**config.mk**
```make
export PLATFORM = sky130hd
export DESIGN_NAME = cks_clock_ctrl
export DESIGN_NICKNAME = d
export VERILOG_FILES = /design/src/verilog/cks_pkg.sv /design/src/verilog/cks_gate_if.sv /design/src/verilog/cks_clock_ctrl.sv /design/src/verilog/cks_clk_gate.sv
export SDC_FILE = /design/constraint.sdc
export NUM_CORES = 1
export LEC_CHECK = 0
export ABC_AREA = 0
export ABC_CLOCK_PERIOD_IN_PS = 9000
export BUFFER_PORTS_ARGS = -buffer_cell sky130_fd_sc_hd__buf_2
export CORE_MARGIN = 10
export CORE_UTILIZATION = 40
export DETAILED_ROUTE_END_ITERATION = 12
export GPL_TIMING_DRIVEN = 0
export PLACE_DENSITY = 0.69
export SETUP_SLACK_MARGIN = 0.1
export SLEW_MARGIN = 10
export SYNTH_ARGS = -nofsm -noshare
export SYNTH_HDL_FRONTEND = slang
export SYNTH_SLANG_ARGS = --single-unit
```
**constraint.sdc**
```tcl
create_clock -name sys_clk -period 9 [get_ports sys_clk]
set_clock_uncertainty 0.2 [all_clocks]
set_input_delay 0.45 -clock sys_clk [delete_from_list [all_inputs] [get_ports sys_clk]]
set_output_delay 0.45 -clock sys_clk [all_outputs]
set_load 0.1 [all_outputs]
```
**src/verilog/cks_pkg.sv**
```systemverilog
// Shared constants and types for the clock output control block
`default_nettype none

package cks_pkg;

    // ------------------------------------------------------------------
    // Register indices on the management bus
    // ------------------------------------------------------------------
    localparam logic [7:0] REG_GRP_LINK_AGP = 8'h13;
    localparam logic [7:0] REG_GRP_PCI = 8'h14;
    localparam logic [7:0] REG_SLEW_A = 8'h15;
    localparam logic [7:0] REG_SLEW_B = 8'h16;
    localparam logic [7:0] REG_OUT_GATE = 8'h17;
    localparam logic [7:0] REG_STOP_CFG = 8'h18;
    localparam logic [7:0] REG_FIRST = REG_GRP_LINK_AGP;
    localparam logic [7:0] REG_LAST = REG_STOP_CFG;
    localparam int REG_COUNT = 6;

    // ------------------------------------------------------------------
    // Reset values and writable masks, in index order from REG_FIRST
    // ------------------------------------------------------------------
    localparam logic [7:0] REG_RESET [0:REG_COUNT-1] =
        '{8'h88, 8'h44, 8'h00, 8'h00, 8'h3F, 8'h03};
    localparam logic [7:0] REG_WMASK [0:REG_COUNT-1] =
        '{8'hFF, 8'hFF, 8'hFF, 8'hCF, 8'hBF, 8'h0F};
    localparam logic [1:0] SLEW_B_RSVD_VALUE = 2'h0;

    // ------------------------------------------------------------------
    // Field positions
    // ------------------------------------------------------------------
    localparam int DLY_W = 4;
    localparam int DLY_HI_LSB = 4;
    localparam int DLY_LO_LSB = 0;
    localparam int SLEW_W = 2;
    localparam int SLEW_FIELDS = 4;
    localparam int SLEW_B_RSVD_LSB = 4;
    localparam int GATE_REF0_BIT = 0;
    localparam int GATE_48_BIT = 4;
    localparam int GATE_24_48_BIT = 3;
    localparam int GATE_SDRAM_BIT = 5;
    localparam int MULT_RB_BIT = 6;
    localparam int IREF_BIT = 7;
    localparam int STOP_CPU0_BIT = 0;
    localparam int STOP_PCIF0_BIT = 2;

    // ------------------------------------------------------------------
    // Delay scale and slew encodings
    // ------------------------------------------------------------------
    localparam logic [15:0] DELAY_BASE_PS = 16'h073A;  // 1850 ps
    localparam logic [15:0] DELAY_STEP_PS = 16'h0096;  // 150 ps
    localparam logic [1:0] SLEW_CODE_STRONG = 2'h1;
    localparam logic [1:0] SLEW_CODE_WEAK = 2'h2;
    typedef enum logic [1:0] {SLEW_NORMAL, SLEW_STRONG, SLEW_WEAK} cks_slew_type;

    // ------------------------------------------------------------------
    // Stop handling and serial bus
    // ------------------------------------------------------------------
    localparam logic [1:0] CPU_HALT_SAMPLES = 2'h2;
    localparam int STRAP_W = 5;
    localparam logic [3:0] BITS_PER_BYTE = 4'h8;

endpackage : cks_pkg

`default_nettype wire

```
**src/verilog/cks_gate_if.sv**
```systemverilog
// Lane bundle between the control logic and the clock stop gate
`default_nettype none

interface cks_gate_if #(parameter int WIDTH = 2);
    logic [WIDTH-1:0] src;
    logic [WIDTH-1:0] en;
    logic [WIDTH-1:0] stop_req;
    logic [WIDTH-1:0] park;
    logic [WIDTH-1:0] out;
    logic [WIDTH-1:0] stopped;
    modport ctrl (output src, output en, output stop_req, output park,
                  input out, input stopped);
    modport gate (input src, input en, input stop_req, input park,
                  output out, output stopped);
endinterface : cks_gate_if

`default_nettype wire

```
**src/verilog/cks_clock_ctrl.sv**
```systemverilog
// Clock output skew, slew, enable and stop control with serial register port
//
// Functional notes
// - First delay register: link delay in 7:4, AGP in 3:0, both reset 1000.
// - Second delay register: free PCI delay 7:4, PCI 3:0, both reset 0100.
// - Slew field 01 strong, 10 weak, 00 and 11 normal.
// - First slew register: 24/48, AGP, link, reference fields; reset zero.
// - Second slew register: SDRAM, free PCI, PCI fields; bits 5:4 reserved.
// - Output gate bits 5..0 gate SDRAM, 48, 24/48 and three references; set.
// - Bit 7 is reference current control, reset 0; bit 6 reads multiplier level.
// - At power-up the dual pins are inputs, caught into a five-bit latch.
// - After power-on reset the dual pins drive their clock outputs.
// - PCI halt low parks PCI and stoppable free PCI low on next fall.
// - Processor halt stops only processor outputs marked stoppable.
// - After two rising processor edges with halt low, stop on the next rising edge.
// - Stopped processor pair rests with true high and complement low.
// - Stopped true output driven at multiplier times reference; complement floats.
// - Stopping leaves the drive current setting unchanged.
// - Output gate bit 1 enables the clock, 0 disables it.
// - Stop bit 0 means free running, 1 means stoppable by halt.
`default_nettype none

module cks_clock_ctrl
    import cks_pkg::*;
#(
    parameter logic [6:0] DEV_ADDR = 7'h5A  // Arbitrary bus address
) (
    input wire logic sys_clk,
    input wire logic sys_rst,
    input wire logic scl_in,
    input wire logic sda_in,
    output logic sda_out,
    output logic sda_oe,
    input wire logic current_multiplier_select,
    input wire logic pci_halt_n,
    input wire logic cpu_halt_n,
    input wire logic src_cpu,
    input wire logic src_pci,
    input wire logic src_ref,
    input wire logic src_48,
    input wire logic src_24_48,
    input wire logic src_sdram,
    input wire logic [STRAP_W-1:0] dual_pin_in,
    output logic [STRAP_W-1:0] dual_pin_out,
    output logic [STRAP_W-1:0] dual_pin_oe,
    output logic [5:0] pci_clock_out,
    output logic clk48_out,
    output logic clk24_48_out,
    output logic sdram_clk_out,
    output logic [1:0] cpu_clk_true,
    output logic [1:0] cpu_clk_comp,
    output logic [1:0] cpu_clk_comp_oe,
    output logic cpu_true_drive_mult,
    output logic iref_out_ctrl,
    output logic [STRAP_W-1:0] strap_latch,
    output logic [15:0] cpu_to_link_delay,
    output logic [15:0] cpu_to_agp_delay,
    output logic [15:0] cpu_to_freerun_pci_delay,
    output logic [15:0] cpu_to_pci_delay,
    output cks_slew_type [SLEW_FIELDS-1:0] slew_a_drive,
    output cks_slew_type [SLEW_FIELDS-1:0] slew_b_drive
);

    // ------------------------------------------------------------------
    // Decode helpers
    // ------------------------------------------------------------------
    function automatic cks_slew_type slew_decode(input logic [1:0] code);
        case (code)
            SLEW_CODE_STRONG: slew_decode = SLEW_STRONG;
            SLEW_CODE_WEAK: slew_decode = SLEW_WEAK;
            default: slew_decode = SLEW_NORMAL;
        endcase
    endfunction

    function automatic logic [15:0] delay_ps(input logic [DLY_W-1:0] code);
        delay_ps = 16'(DELAY_BASE_PS + DELAY_STEP_PS * {12'h000, code});
    endfunction

    function automatic logic in_map(input logic [7:0] idx);
        in_map = (idx >= REG_FIRST) && (idx <= REG_LAST);
    endfunction

    // ------------------------------------------------------------------
    // Register file
    // ------------------------------------------------------------------
    logic [7:0] regs [0:REG_COUNT-1];
    logic [7:0] next_regs [0:REG_COUNT-1];
    logic wr_stb;
    logic [7:0] wr_idx;
    logic [7:0] wr_data;

    // Masked write; read-only and reserved bits never change
    always_comb begin
        for (int i = 0; i < REG_COUNT; i++) begin
            next_regs[i] = regs[i];
        end
        if (wr_stb && in_map(wr_idx)) begin
            next_regs[3'(wr_idx - REG_FIRST)] = (regs[3'(wr_idx - REG_FIRST)]
                & ~REG_WMASK[3'(wr_idx - REG_FIRST)])
                | (wr_data & REG_WMASK[3'(wr_idx - REG_FIRST)]);
        end
    end

    // Power-up defaults
    always_ff @(posedge sys_clk or posedge sys_rst) begin
        if (sys_rst) begin
            for (int i = 0; i < REG_COUNT; i++) begin
                regs[i] <= REG_RESET[i];
            end
        end else begin
            for (int i = 0; i < REG_COUNT; i++) begin
                regs[i] <= next_regs[i];
            end
        end
    end

    // Readback with live multiplier level and fixed reserved value
    function automatic logic [7:0] read_reg(input logic [7:0] idx);
        logic [7:0] val;
        val = 8'h00;
        if (in_map(idx)) begin
            val = regs[3'(idx - REG_FIRST)];
        end
        if (idx == REG_SLEW_B) begin
            val[SLEW_B_RSVD_LSB +: 2] = SLEW_B_RSVD_VALUE;
        end
        if (idx == REG_OUT_GATE) begin
            val[MULT_RB_BIT] = current_multiplier_select;
        end
        read_reg = val;
    endfunction

    // ------------------------------------------------------------------
    // Serial management port
    // ------------------------------------------------------------------
    typedef enum {
        ST_IDLE, ST_ADDR, ST_AACK, ST_INDEX, ST_IACK,
        ST_WDATA, ST_WACK, ST_RDATA, ST_RACK
    } cks_bus_state_type;

    cks_bus_state_type state, next_state;
    logic scl_q, sda_q, rw, drive_low, master_ack;
    logic next_rw, next_drive_low, next_master_ack;
    logic [3:0] bit_cnt, next_bit_cnt;
    logic [7:0] shreg, next_shreg, tx, next_tx, idx, next_idx;
    logic scl_rise, scl_fall, bus_start, bus_stop;

    assign scl_rise = scl_in & ~scl_q;
    assign scl_fall = ~scl_in & scl_q;
    assign bus_start = scl_in & scl_q & sda_q & ~sda_in;
    assign bus_stop = scl_in & scl_q & ~sda_q & sda_in;

    // Bit and byte sequencing; data changes only while the clock is low
    always_comb begin
        next_state = state;
        next_rw = rw;
        next_drive_low = drive_low;
        next_master_ack = master_ack;
        next_bit_cnt = bit_cnt;
        next_shreg = shreg;
        next_tx = tx;
        next_idx = idx;
        wr_stb = 1'h0;
        if (scl_rise && state != ST_IDLE) begin
            next_shreg = {shreg[6:0], sda_in};
            next_bit_cnt = 4'(bit_cnt + 4'h1);
            next_master_ack = ~sda_in;
        end
        if (bus_start) begin
            next_state = ST_ADDR;
            next_bit_cnt = 4'h0;
            next_drive_low = 1'h0;
        end else if (bus_stop) begin
            next_state = ST_IDLE;
            next_drive_low = 1'h0;
        end else if (scl_fall) begin
            case (state)
                ST_ADDR: begin
                    if (bit_cnt == BITS_PER_BYTE) begin
                        if (shreg[7:1] == DEV_ADDR) begin
                            next_state = ST_AACK;
                            next_rw = shreg[0];
                            next_drive_low = 1'h1;
                        end else begin
                            next_state = ST_IDLE;
                        end
                    end
                end
                ST_AACK, ST_IACK, ST_WACK: begin
                    next_bit_cnt = 4'h0;
                    if (state == ST_AACK && rw) begin
                        next_tx = read_reg(idx);
                        next_drive_low = ~next_tx[7];
                        next_state = ST_RDATA;
                    end else begin
                        next_drive_low = 1'h0;
                        next_state = (state == ST_AACK) ? ST_INDEX : ST_WDATA;
                    end
                end
                ST_INDEX: begin
                    if (bit_cnt == BITS_PER_BYTE) begin
                        next_idx = shreg;
                        next_drive_low = 1'h1;
                        next_state = ST_IACK;
                    end
                end
                ST_WDATA: begin
                    if (bit_cnt == BITS_PER_BYTE) begin
                        wr_stb = 1'h1;
                        next_idx = 8'(idx + 8'h01);
                        next_drive_low = 1'h1;
                        next_state = ST_WACK;
                    end
                end
                ST_RDATA: begin
                    if (bit_cnt == BITS_PER_BYTE) begin
                        next_drive_low = 1'h0;
                        next_state = ST_RACK;
                    end else begin
                        next_tx = {tx[6:0], 1'h0};
                        next_drive_low = ~tx[6];
                    end
                end
                ST_RACK: begin
                    next_bit_cnt = 4'h0;
                    if (master_ack) begin
                        next_idx = 8'(idx + 8'h01);
                        next_tx = read_reg(next_idx);
                        next_drive_low = ~next_tx[7];
                        next_state = ST_RDATA;
                    end else begin
                        next_state = ST_IDLE;
                    end
                end
                default: next_state = ST_IDLE;
            endcase
        end
    end

    assign wr_idx = idx;
    assign wr_data = shreg;

    // Bus state registers
    always_ff @(posedge sys_clk or posedge sys_rst) begin
        if (sys_rst) begin
            state <= ST_IDLE;
            scl_q <= 1'h1;
            sda_q <= 1'h1;
            rw <= 1'h0;
            drive_low <= 1'h0;
            master_ack <= 1'h0;
            bit_cnt <= 4'h0;
            shreg <= 8'h00;
            tx <= 8'h00;
            idx <= 8'h00;
        end else begin
            state <= next_state;
            scl_q <= scl_in;
            sda_q <= sda_in;
            rw <= next_rw;
            drive_low <= next_drive_low;
            master_ack <= next_master_ack;
            bit_cnt <= next_bit_cnt;
            shreg <= next_shreg;
            tx <= next_tx;
            idx <= next_idx;
        end
    end

    // Open-drain: only ever pull low
    assign sda_out = 1'h0;
    assign sda_oe = drive_low;

    // ------------------------------------------------------------------
    // Strap capture and processor halt sampling
    // ------------------------------------------------------------------
    logic strap_done, next_strap_done, cpu_src_q, next_cpu_src_q;
    logic [STRAP_W-1:0] next_strap_latch;
    logic [1:0] halt_cnt, next_halt_cnt;
    logic cpu_stop_req;

    // Straps caught on the first edge after reset release, then pins drive
    always_comb begin
        next_strap_done = 1'h1;
        next_strap_latch = strap_done ? strap_latch : dual_pin_in;
        next_cpu_src_q = src_cpu;
        next_halt_cnt = halt_cnt;
        if (cpu_halt_n) begin
            next_halt_cnt = 2'h0;
        end else if (src_cpu && !cpu_src_q && halt_cnt != CPU_HALT_SAMPLES) begin
            next_halt_cnt = 2'(halt_cnt + 2'h1);
        end
    end

    always_ff @(posedge sys_clk or posedge sys_rst) begin
        if (sys_rst) begin
            strap_done <= 1'h0;
            strap_latch <= '0;
            cpu_src_q <= 1'h0;
            halt_cnt <= 2'h0;
        end else begin
            strap_done <= next_strap_done;
            strap_latch <= next_strap_latch;
            cpu_src_q <= next_cpu_src_q;
            halt_cnt <= next_halt_cnt;
        end
    end

    assign cpu_stop_req = !cpu_halt_n && halt_cnt == CPU_HALT_SAMPLES;

    // ------------------------------------------------------------------
    // Stop gates
    // ------------------------------------------------------------------
    cks_gate_if #(.WIDTH(2)) cpu_lanes ();
    cks_gate_if #(.WIDTH(8)) pci_lanes ();

    // Processor pair parks high on the true side
    assign cpu_lanes.src = {2{src_cpu}};
    assign cpu_lanes.en = 2'h3;
    assign cpu_lanes.stop_req = {2{cpu_stop_req}}
        & regs[3'(REG_STOP_CFG - REG_FIRST)][STOP_CPU0_BIT +: 2];
    assign cpu_lanes.park = 2'h3;

    // Lanes 5..0 plain PCI, 7..6 free-running PCI
    assign pci_lanes.src = {8{src_pci}};
    assign pci_lanes.en = 8'hFF;
    assign pci_lanes.stop_req = {{2{~pci_halt_n}}
        & regs[3'(REG_STOP_CFG - REG_FIRST)][STOP_PCIF0_BIT +: 2], {6{~pci_halt_n}}};
    assign pci_lanes.park = 8'h00;

    cks_clk_gate #(.WIDTH(2)) u_cpu_gate (
        .sys_clk(sys_clk),
        .sys_rst(sys_rst),
        .lanes(cpu_lanes)
    );

    cks_clk_gate #(.WIDTH(8)) u_pci_gate (
        .sys_clk(sys_clk),
        .sys_rst(sys_rst),
        .lanes(pci_lanes)
    );

    // ------------------------------------------------------------------
    // Gated outputs and decoded settings
    // ------------------------------------------------------------------
    logic [7:0] gate_reg;
    logic [2:0] ref_q, next_ref_q;
    logic next_clk48, next_clk24_48, next_sdram, next_mult, next_iref;
    logic [15:0] next_dly [0:3];
    cks_slew_type [SLEW_FIELDS-1:0] next_slew_a, next_slew_b;

    assign gate_reg = regs[3'(REG_OUT_GATE - REG_FIRST)];

    always_comb begin
        next_ref_q = {3{src_ref}} & gate_reg[GATE_REF0_BIT +: 3];
        next_clk48 = src_48 & gate_reg[GATE_48_BIT];
        next_clk24_48 = src_24_48 & gate_reg[GATE_24_48_BIT];
        next_sdram = src_sdram & gate_reg[GATE_SDRAM_BIT];
        next_mult = current_multiplier_select;
        next_iref = gate_reg[IREF_BIT];
        next_dly[0] = delay_ps(regs[0][DLY_HI_LSB +: DLY_W]);
        next_dly[1] = delay_ps(regs[0][DLY_LO_LSB +: DLY_W]);
        next_dly[2] = delay_ps(regs[1][DLY_HI_LSB +: DLY_W]);
        next_dly[3] = delay_ps(regs[1][DLY_LO_LSB +: DLY_W]);
        for (int i = 0; i < SLEW_FIELDS; i++) begin
            next_slew_a[i] = slew_decode(regs[3'(REG_SLEW_A - REG_FIRST)][SLEW_W*i +: SLEW_W]);
            next_slew_b[i] = slew_decode(regs[3'(REG_SLEW_B - REG_FIRST)][SLEW_W*i +: SLEW_W]);
        end
    end

    always_ff @(posedge sys_clk or posedge sys_rst) begin
        if (sys_rst) begin
            ref_q <= 3'h0;
            clk48_out <= 1'h0;
            clk24_48_out <= 1'h0;
            sdram_clk_out <= 1'h0;
            cpu_true_drive_mult <= 1'h0;
            iref_out_ctrl <= 1'h0;
            cpu_to_link_delay <= 16'h0000;
            cpu_to_agp_delay <= 16'h0000;
            cpu_to_freerun_pci_delay <= 16'h0000;
            cpu_to_pci_delay <= 16'h0000;
            slew_a_drive <= '{default: SLEW_NORMAL};
            slew_b_drive <= '{default: SLEW_NORMAL};
        end else begin
            ref_q <= next_ref_q;
            clk48_out <= next_clk48;
            clk24_48_out <= next_clk24_48;
            sdram_clk_out <= next_sdram;
            cpu_true_drive_mult <= next_mult;
            iref_out_ctrl <= next_iref;
            cpu_to_link_delay <= next_dly[0];
            cpu_to_agp_delay <= next_dly[1];
            cpu_to_freerun_pci_delay <= next_dly[2];
            cpu_to_pci_delay <= next_dly[3];
            slew_a_drive <= next_slew_a;
            slew_b_drive <= next_slew_b;
        end
    end

    // Dual pins stay inputs until straps are held
    assign dual_pin_out = {pci_lanes.out[7:6], ref_q};
    assign dual_pin_oe = {STRAP_W{strap_done}};
    assign pci_clock_out = pci_lanes.out[5:0];
    assign cpu_clk_true = cpu_lanes.out;
    assign cpu_clk_comp = ~cpu_lanes.out & ~cpu_lanes.stopped;
    assign cpu_clk_comp_oe = ~cpu_lanes.stopped;

endmodule // cks_clock_ctrl

`default_nettype wire

```
**src/verilog/cks_clk_gate.sv**
```systemverilog
// Glitch-free stop gate for a group of clock lanes
`default_nettype none

module cks_clk_gate
    import cks_pkg::*;
#(
    parameter int WIDTH = 2
) (
    input wire logic sys_clk,
    input wire logic sys_rst,
    cks_gate_if.gate lanes
);

    logic [WIDTH-1:0] src_q;
    logic [WIDTH-1:0] stopped;
    logic [WIDTH-1:0] out_q;
    logic [WIDTH-1:0] next_src_q;
    logic [WIDTH-1:0] next_stopped;
    logic [WIDTH-1:0] next_out;

    // ------------------------------------------------------------------
    // Park on the edge into the park level, leave on the edge out of it
    // ------------------------------------------------------------------
    // Waiting for the edge away from park means the first pulse is whole
    always_comb begin
        next_src_q = lanes.src;
        for (int i = 0; i < WIDTH; i++) begin
            if (stopped[i]) begin
                next_stopped[i] = lanes.stop_req[i] ||
                    !(lanes.src[i] != lanes.park[i] && src_q[i] == lanes.park[i]);
            end else begin
                next_stopped[i] = lanes.stop_req[i] &&
                    lanes.src[i] == lanes.park[i] && src_q[i] != lanes.park[i];
            end
            next_out[i] = next_stopped[i] ? lanes.park[i] : (lanes.src[i] & lanes.en[i]);
        end
    end

    // State registers
    always_ff @(posedge sys_clk or posedge sys_rst) begin
        if (sys_rst) begin
            src_q <= '0;
            stopped <= '0;
            out_q <= '0;
        end else begin
            src_q <= next_src_q;
            stopped <= next_stopped;
            out_q <= next_out;
        end
    end

    assign lanes.out = out_q;
    assign lanes.stopped = stopped;

endmodule // cks_clk_gate

`default_nettype wire

```
[After elaboration in Yosys (flattened, before gate mapping)]
Memory sizes are Yosys's and may differ from the RTL's.
Cells that the tools add are included.
Word-level totals
  flip-flop bits (word level): 219
  bits in latches: 0
  bits in writable memories: 0
  memory bits (read-only): 64
  logic and storage cells: 321
  memories kept: 1
Operators by class
  add/subtract/negate cells: 9
  multipliers: 4
  div/mod/pow operators: 0
  order comparisons: 7
  equal/unequal tests: 45
  shift operators: 0
  mux-type cells: 97
  bitwise logic cells: 44
  reductions and logical operators: 70
Memory list
  (no name shown): depth 8, width 8, read ports 1, clocked after memory_dff 0, write ports 0, RTL line cks_clock_ctrl.sv:100  | | (wr_data & REG_WMASK[3'(wr_idx - REG_FIRST)]);
Operator list (number)
  two-way mux 32 bit: 7
  one-hot mux 32 bit (6 select lines): 1
  two-way mux 8 bit: 22
  == test 32 x 3 -> 1 bit (second input constant): 5
  == test 32 x 2 -> 1 bit (second input constant): 2
  adder 11 x 12 -> 13 bit (first input constant): 4
  binary-select mux 8 bit (select 3 bit): 2
  bitwise mux 48 bit: 1
  multiplier 7 x 4 -> 11 bit (first input constant): 4
  two-way mux 1 bit: 36
  logical AND 1 bit: 34
  == test 32 x 1 -> 1 bit (second input constant): 1
  == test 32 x 4 -> 1 bit (second input constant): 1
  == test 8 x 5 -> 1 bit (second input constant): 4
  one-hot mux 2 bit (2 select lines): 8
  nonzero test 32 bit: 1
  demux 8 bit (select 3 bit): 1
  != test 4 bit (second input constant): 6
  one-hot mux 8 bit (3 select lines): 1
  inverter 1 bit: 22
  two-way mux 7 bit: 3
  one-hot mux 7 bit (3 select lines): 1
  two-way mux 4 bit: 5
  == test 2 bit (second input constant): 9
  other kinds (35): 95

[Depth between registers and ports, before layout]
  depth after elaboration: 18
  depth in mapped cells: 13
  mapped depth without buffers: 11

[Modules after synthesis]
Synthesis repeated with hierarchy kept, for this count alone.
Second synthesis, totals
  cell total of the unflattened synthesis: 1111
  area, all modules: 11338.4 um2
By module, submodules not included
  cks_clock_ctrl: instances 1, cells an instance 959, area an instance 9865.7 um2
  cks_clk_gate (u_pci_gate): instances 1, cells an instance 121, area an instance 1164.9 um2
  cks_clk_gate (u_cpu_gate): instances 1, cells an instance 31, area an instance 307.8 um2

[Worst setup path after synthesis]
No wires, ideal clock.
  path type: reg-to-reg
  from: reg regs[47] in the netlist's numbering
  to: reg cpu_to_link_delay[12]
  library setup time: 0.119 ns
  arrival: 2.834 ns
  data required time: 8.681 ns
  path slack: 5.847 ns
  stages on the path, launching flop included: 12
  period minus slack after synthesis: 3.153 ns
  path through: dfstp_2 > ha_1 > inv_1 > fa_1 > inv_1 > ha_1 > nand3_1 > a21boi_0 > or4_1 > o311ai_0 > or3b_2 > o21a_1
RTL lines
  start: declaration: RTL line cks_clock_ctrl.sv:86  | logic [7:0] regs [0:REG_COUNT-1];
  start signal: indexed assignment: RTL line cks_clock_ctrl.sv:108  | regs[i] <= REG_RESET[i];
  start signal: indexed assignment: RTL line cks_clock_ctrl.sv:112  | regs[i] <= next_regs[i];
  end signal: assignment: RTL line cks_clock_ctrl.sv:392  | cpu_to_link_delay <= next_dly[0];
  end: declaration: RTL line cks_clock_ctrl.sv:56  | output logic [15:0] cpu_to_link_delay,

[Worst setup path in the final report]
  from: reg idx[0]
  to: reg regs[20] in the netlist's numbering
Between the ends
  longest elaborated chain between the ends: 9
  elaborated cells between the ends (all ways): 22
Ends and longest elaborated chain
  start: declaration: RTL line cks_clock_ctrl.sv:145  | logic [7:0] shreg, next_shreg, tx, next_tx, idx, next_idx;
  start signal: assignment: RTL line cks_clock_ctrl.sv:266  | idx <= next_idx;
  subtractor 3 x 2 -> 3 bit: RTL line cks_clock_ctrl.sv:98, cks_clock_ctrl.sv:99, cks_clock_ctrl.sv:100
  inverter 3 -> 4 bit: RTL line cks_clock_ctrl.sv:98, cks_clock_ctrl.sv:99, cks_clock_ctrl.sv:100
  memory read (8 x 8 bit)
  two-way mux 8 bit (not written as such) (2 in a row): RTL line cks_clock_ctrl.sv:100
  inverter 8 bit: RTL line cks_clock_ctrl.sv:99  | & ~REG_WMASK[3'(wr_idx - REG_FIRST)])
  bitwise AND 8 bit: RTL line cks_clock_ctrl.sv:99
  bitwise OR 8 bit: RTL line cks_clock_ctrl.sv:100
  bitwise mux 48 bit: RTL line cks_clock_ctrl.sv:98  | next_regs[3'(wr_idx - REG_FIRST)] = (regs[3'(wr_idx - REG_FIRST)]
Parallel ways exist; a longest one is shown, timed or not. The select of a mux whose other input is x is not followed.
A chain may end at the register's enable or synchronous reset.

==> metrics.txt <==
Hold Path Sink=clk24_48_out; # setup viols final=0; GR Overflow Total=0; number of global-route vias before repair=7839; CP max stage cell=clkbuf_1; Worst-Margin Slew=0.749 ns; total wire length=24.8 mm; Clk pwr share=33.8%; max reg flops=40; Vias/cell=5.12; Vias=7673; worst path cell trace=buf_6, buf_2, buf_2, inv_1, ha_1, buf_2, buf_2, clkbuf_1, o21ai_0, nand2_1, a21oi_1, mux2i_1, o21ai_0; CTS tree=yes; die width=182 µm; Crit path top cell by count=buf_2; router iterations before antenna repair=5; pre-CTS setup slack=5.07 ns; min-delay worst type=input port to register; fin nets=1238; Final Max Tran Viols=0; hold path cells=2; Ports=132; CTS Buffer Depth=2; Detail Route Antenna Nets=0; YS warnings=0; Sink Count=186; post-route design area=12200 µm²; Starting DRT DRC Count=500; Die H=182 µm; Min Clock Period, post-route=4.08 ns; internal power=1.45 mW; Syn Inst Count=996; Worst R2R Setup Slack=4.92 ns; min-delay src=src_24_48; critical path endpoint category=register; Max Fclk=245 MHz; Synth Register Bits=186; postcts setup bufs=0; hold_buf cts=6; Initial Util=40.5%; Post-synth top flop=dfrtp_1; CP max FO=10; Post-Syn Area per Cell=10.5 µm²; global-route wire length before repair=41.0 mm; Worst Reg-to-Reg Cells=13; fraction of registers with async set or reset after synthesis=100%; dpl hpwl=18.3 mm; Critical Path AT=4.17 ns; Placed Cells=1462; ANT cells=0; Finished Layout Cells=1500; P_leak=6.00 nW; Fin Hold WS=0.0259 ns; Seq pwr share=42.1%; initial antenna violation count=0; Post-synth EDFFs=0; largest net degree at the start of global routing=119; max-cap viol count=0; remaining routing DRC violations=0; worst skew pair latency=0.43 ns; total CTS buffers=17; Switching Share=34.8%; H-Tree Depth=4; Synth cell types=81; FF-to-FF End=regs[20]; Crit path largest cell delay=0.44 ns; worst-case headroom to the max-slew limit=49.3%; Placed Area=11600 µm²; CP bufs+invs=7; CTS root buf=clkbuf_16; status=complete, no violations; placeable core area=25900 µm²; setup ws final=4.92 ns; area grow syn2layout=16.6%; endpoints failing hold=0; Setup TNS=0 ns; Comb power frac=24.1%; Cell Area, Synth=10500 µm²; period utilization=45.3%; register area share after synthesis=44.5%; Critical Path Source Type=register; register name with the most flops=regs; Worst Path Required=9.09 ns; Wirelength per Cell=16.5 µm; Psw=0.775 mW; clock slew at reported path FFs=0.07 ns; Power per Cell Area=182 nW/µm²; maximum VDD drop=0.0898 mV; CP Class=register to register; Placer Congestion=0.940; Gates resized, CTS repair=0; num rows=59; RR Startpoint=idx[0]; GRT Total Usage=15.1%; Buffers on Ports=114; RSZ-0062 raised after global routing=no; Crit path max-delay family=buffers and inverters; Die ar.=33100 µm²; layout cells sized above 1=23.9%
[per-stage QoR]
| stage | power, mW | utilization (%) |
|---|---|---|
| 2_1_floorplan | 1.34 | - |
| 3_3_place_gp | 1.48 | 44.6 |
| 3_5_place_dp | 1.48 | 44.7 |
| 4_1_cts | 2.25 | 47.2 |
| 5_1_grt | 2.34 | 47.2 |
| 6_report | 2.23 | 47.2 |
[worst max path at each step]
stage | start | end | slack (ns) | cells past startpoint
floorplan | sys_rst | bit_cnt[0] | 3.32 | 1
detailed placement | idx[0] | regs[20] | 5.07 | 13
CTS | idx[0] | regs[20] | 4.99 | 13
global route | idx[0] | regs[20] | 4.63 | 13
finish | idx[0] | regs[20] | 4.92 | 13
global placement | sys_rst | cpu_to_link_delay[12] | 1.28 | 2
[metal layers]
layer | up-vias | share of wire (%) | GRT usage, %
li1 | 3780 | - | -
met1 | 3654 | 46 | 19.6
met2 | 210 | 46 | 23.8
met3 | 29 | 6.1 | 4.35
met4 | 0 | 1.7 | 4.72
met5 | - | 0 | 0
[area by class of cell]
| cell class | count | area [µm²] |
|---|---|---|
| well taps | 335 | 419 |
| fillers | 2342 | 13700 |
| multi-input cells | 710 | 5300 |
| clock inverters | 14 | 156 |
| inverters | 45 | 176 |
| plain buffers | 71 | 414 |
| flip-flops and latches | 186 | 4670 |
| clock buffers | 18 | 439 |
| repair buffers | 121 | 658 |
[power groups by stage]
stage | sequential [mW] | combinational, mW | clock [mW]
after detailed placement | 0.953 | 0.531 | 0
after floorplan | 0.987 | 0.355 | 0
final | 0.937 | 0.537 | 0.753
after global routing | 0.944 | 0.584 | 0.810
after CTS | 0.937 | 0.536 | 0.773
after global placement | 0.952 | 0.525 | 0
[logic make-up after synthesis]
logic type      count (synthesis)  share of synthesized area [%]
other cells                     2                         0.0715
compound gates                198                           12.3
buf+inv                       116                           5.55
mux                            75                           8.81
simple gates                  281                           14.5
xor+xnor                       70                           5.91
flops                         186                           44.5
fa+ha+maj                      68                           8.39
[synthesized netlist by cell type (all sizes together), types with 23 or more instances]
master    n  area share, %
nand2    67            2.5
xor2     27            2.3
mux2i    23            2.2
xnor2    43            3.7
nor2     62            2.2
dfrtp   172             41
nor2b    40            2.4
mux2     43            4.7
ha       64            7.6
a21oi    44            2.2
inv      44            1.6
o21ai    54            2.6
buf      52            3.3
[layout by cell type, fill, tap and decap left out, types with 7 or more instances in the layout]
cell and instances:
o21ai_0 51, a211oi_1 8, buf_4 31, buf_2 133
clkbuf_16 17, nor2_1 62, conb_1 18, a21oi_1 42
a31oi_1 10, dfrtp_1 172, and3_1 7, mux2i_1 23
o31ai_1 7, o211ai_1 10, nand2b_1 12, inv_1 43
mux2_2 35, nand3b_1 8, ha_1 64, and2_1 8
mux4_2 9, nand3_1 18, nor3_1 17, xor2_1 27
clkbuf_1 19, nor2b_1 40, xnor2_1 42, nor3b_1 8
nand2_1 64, a22oi_1 11, dfstp_2 14
Power figures use the tool's default switching activity.
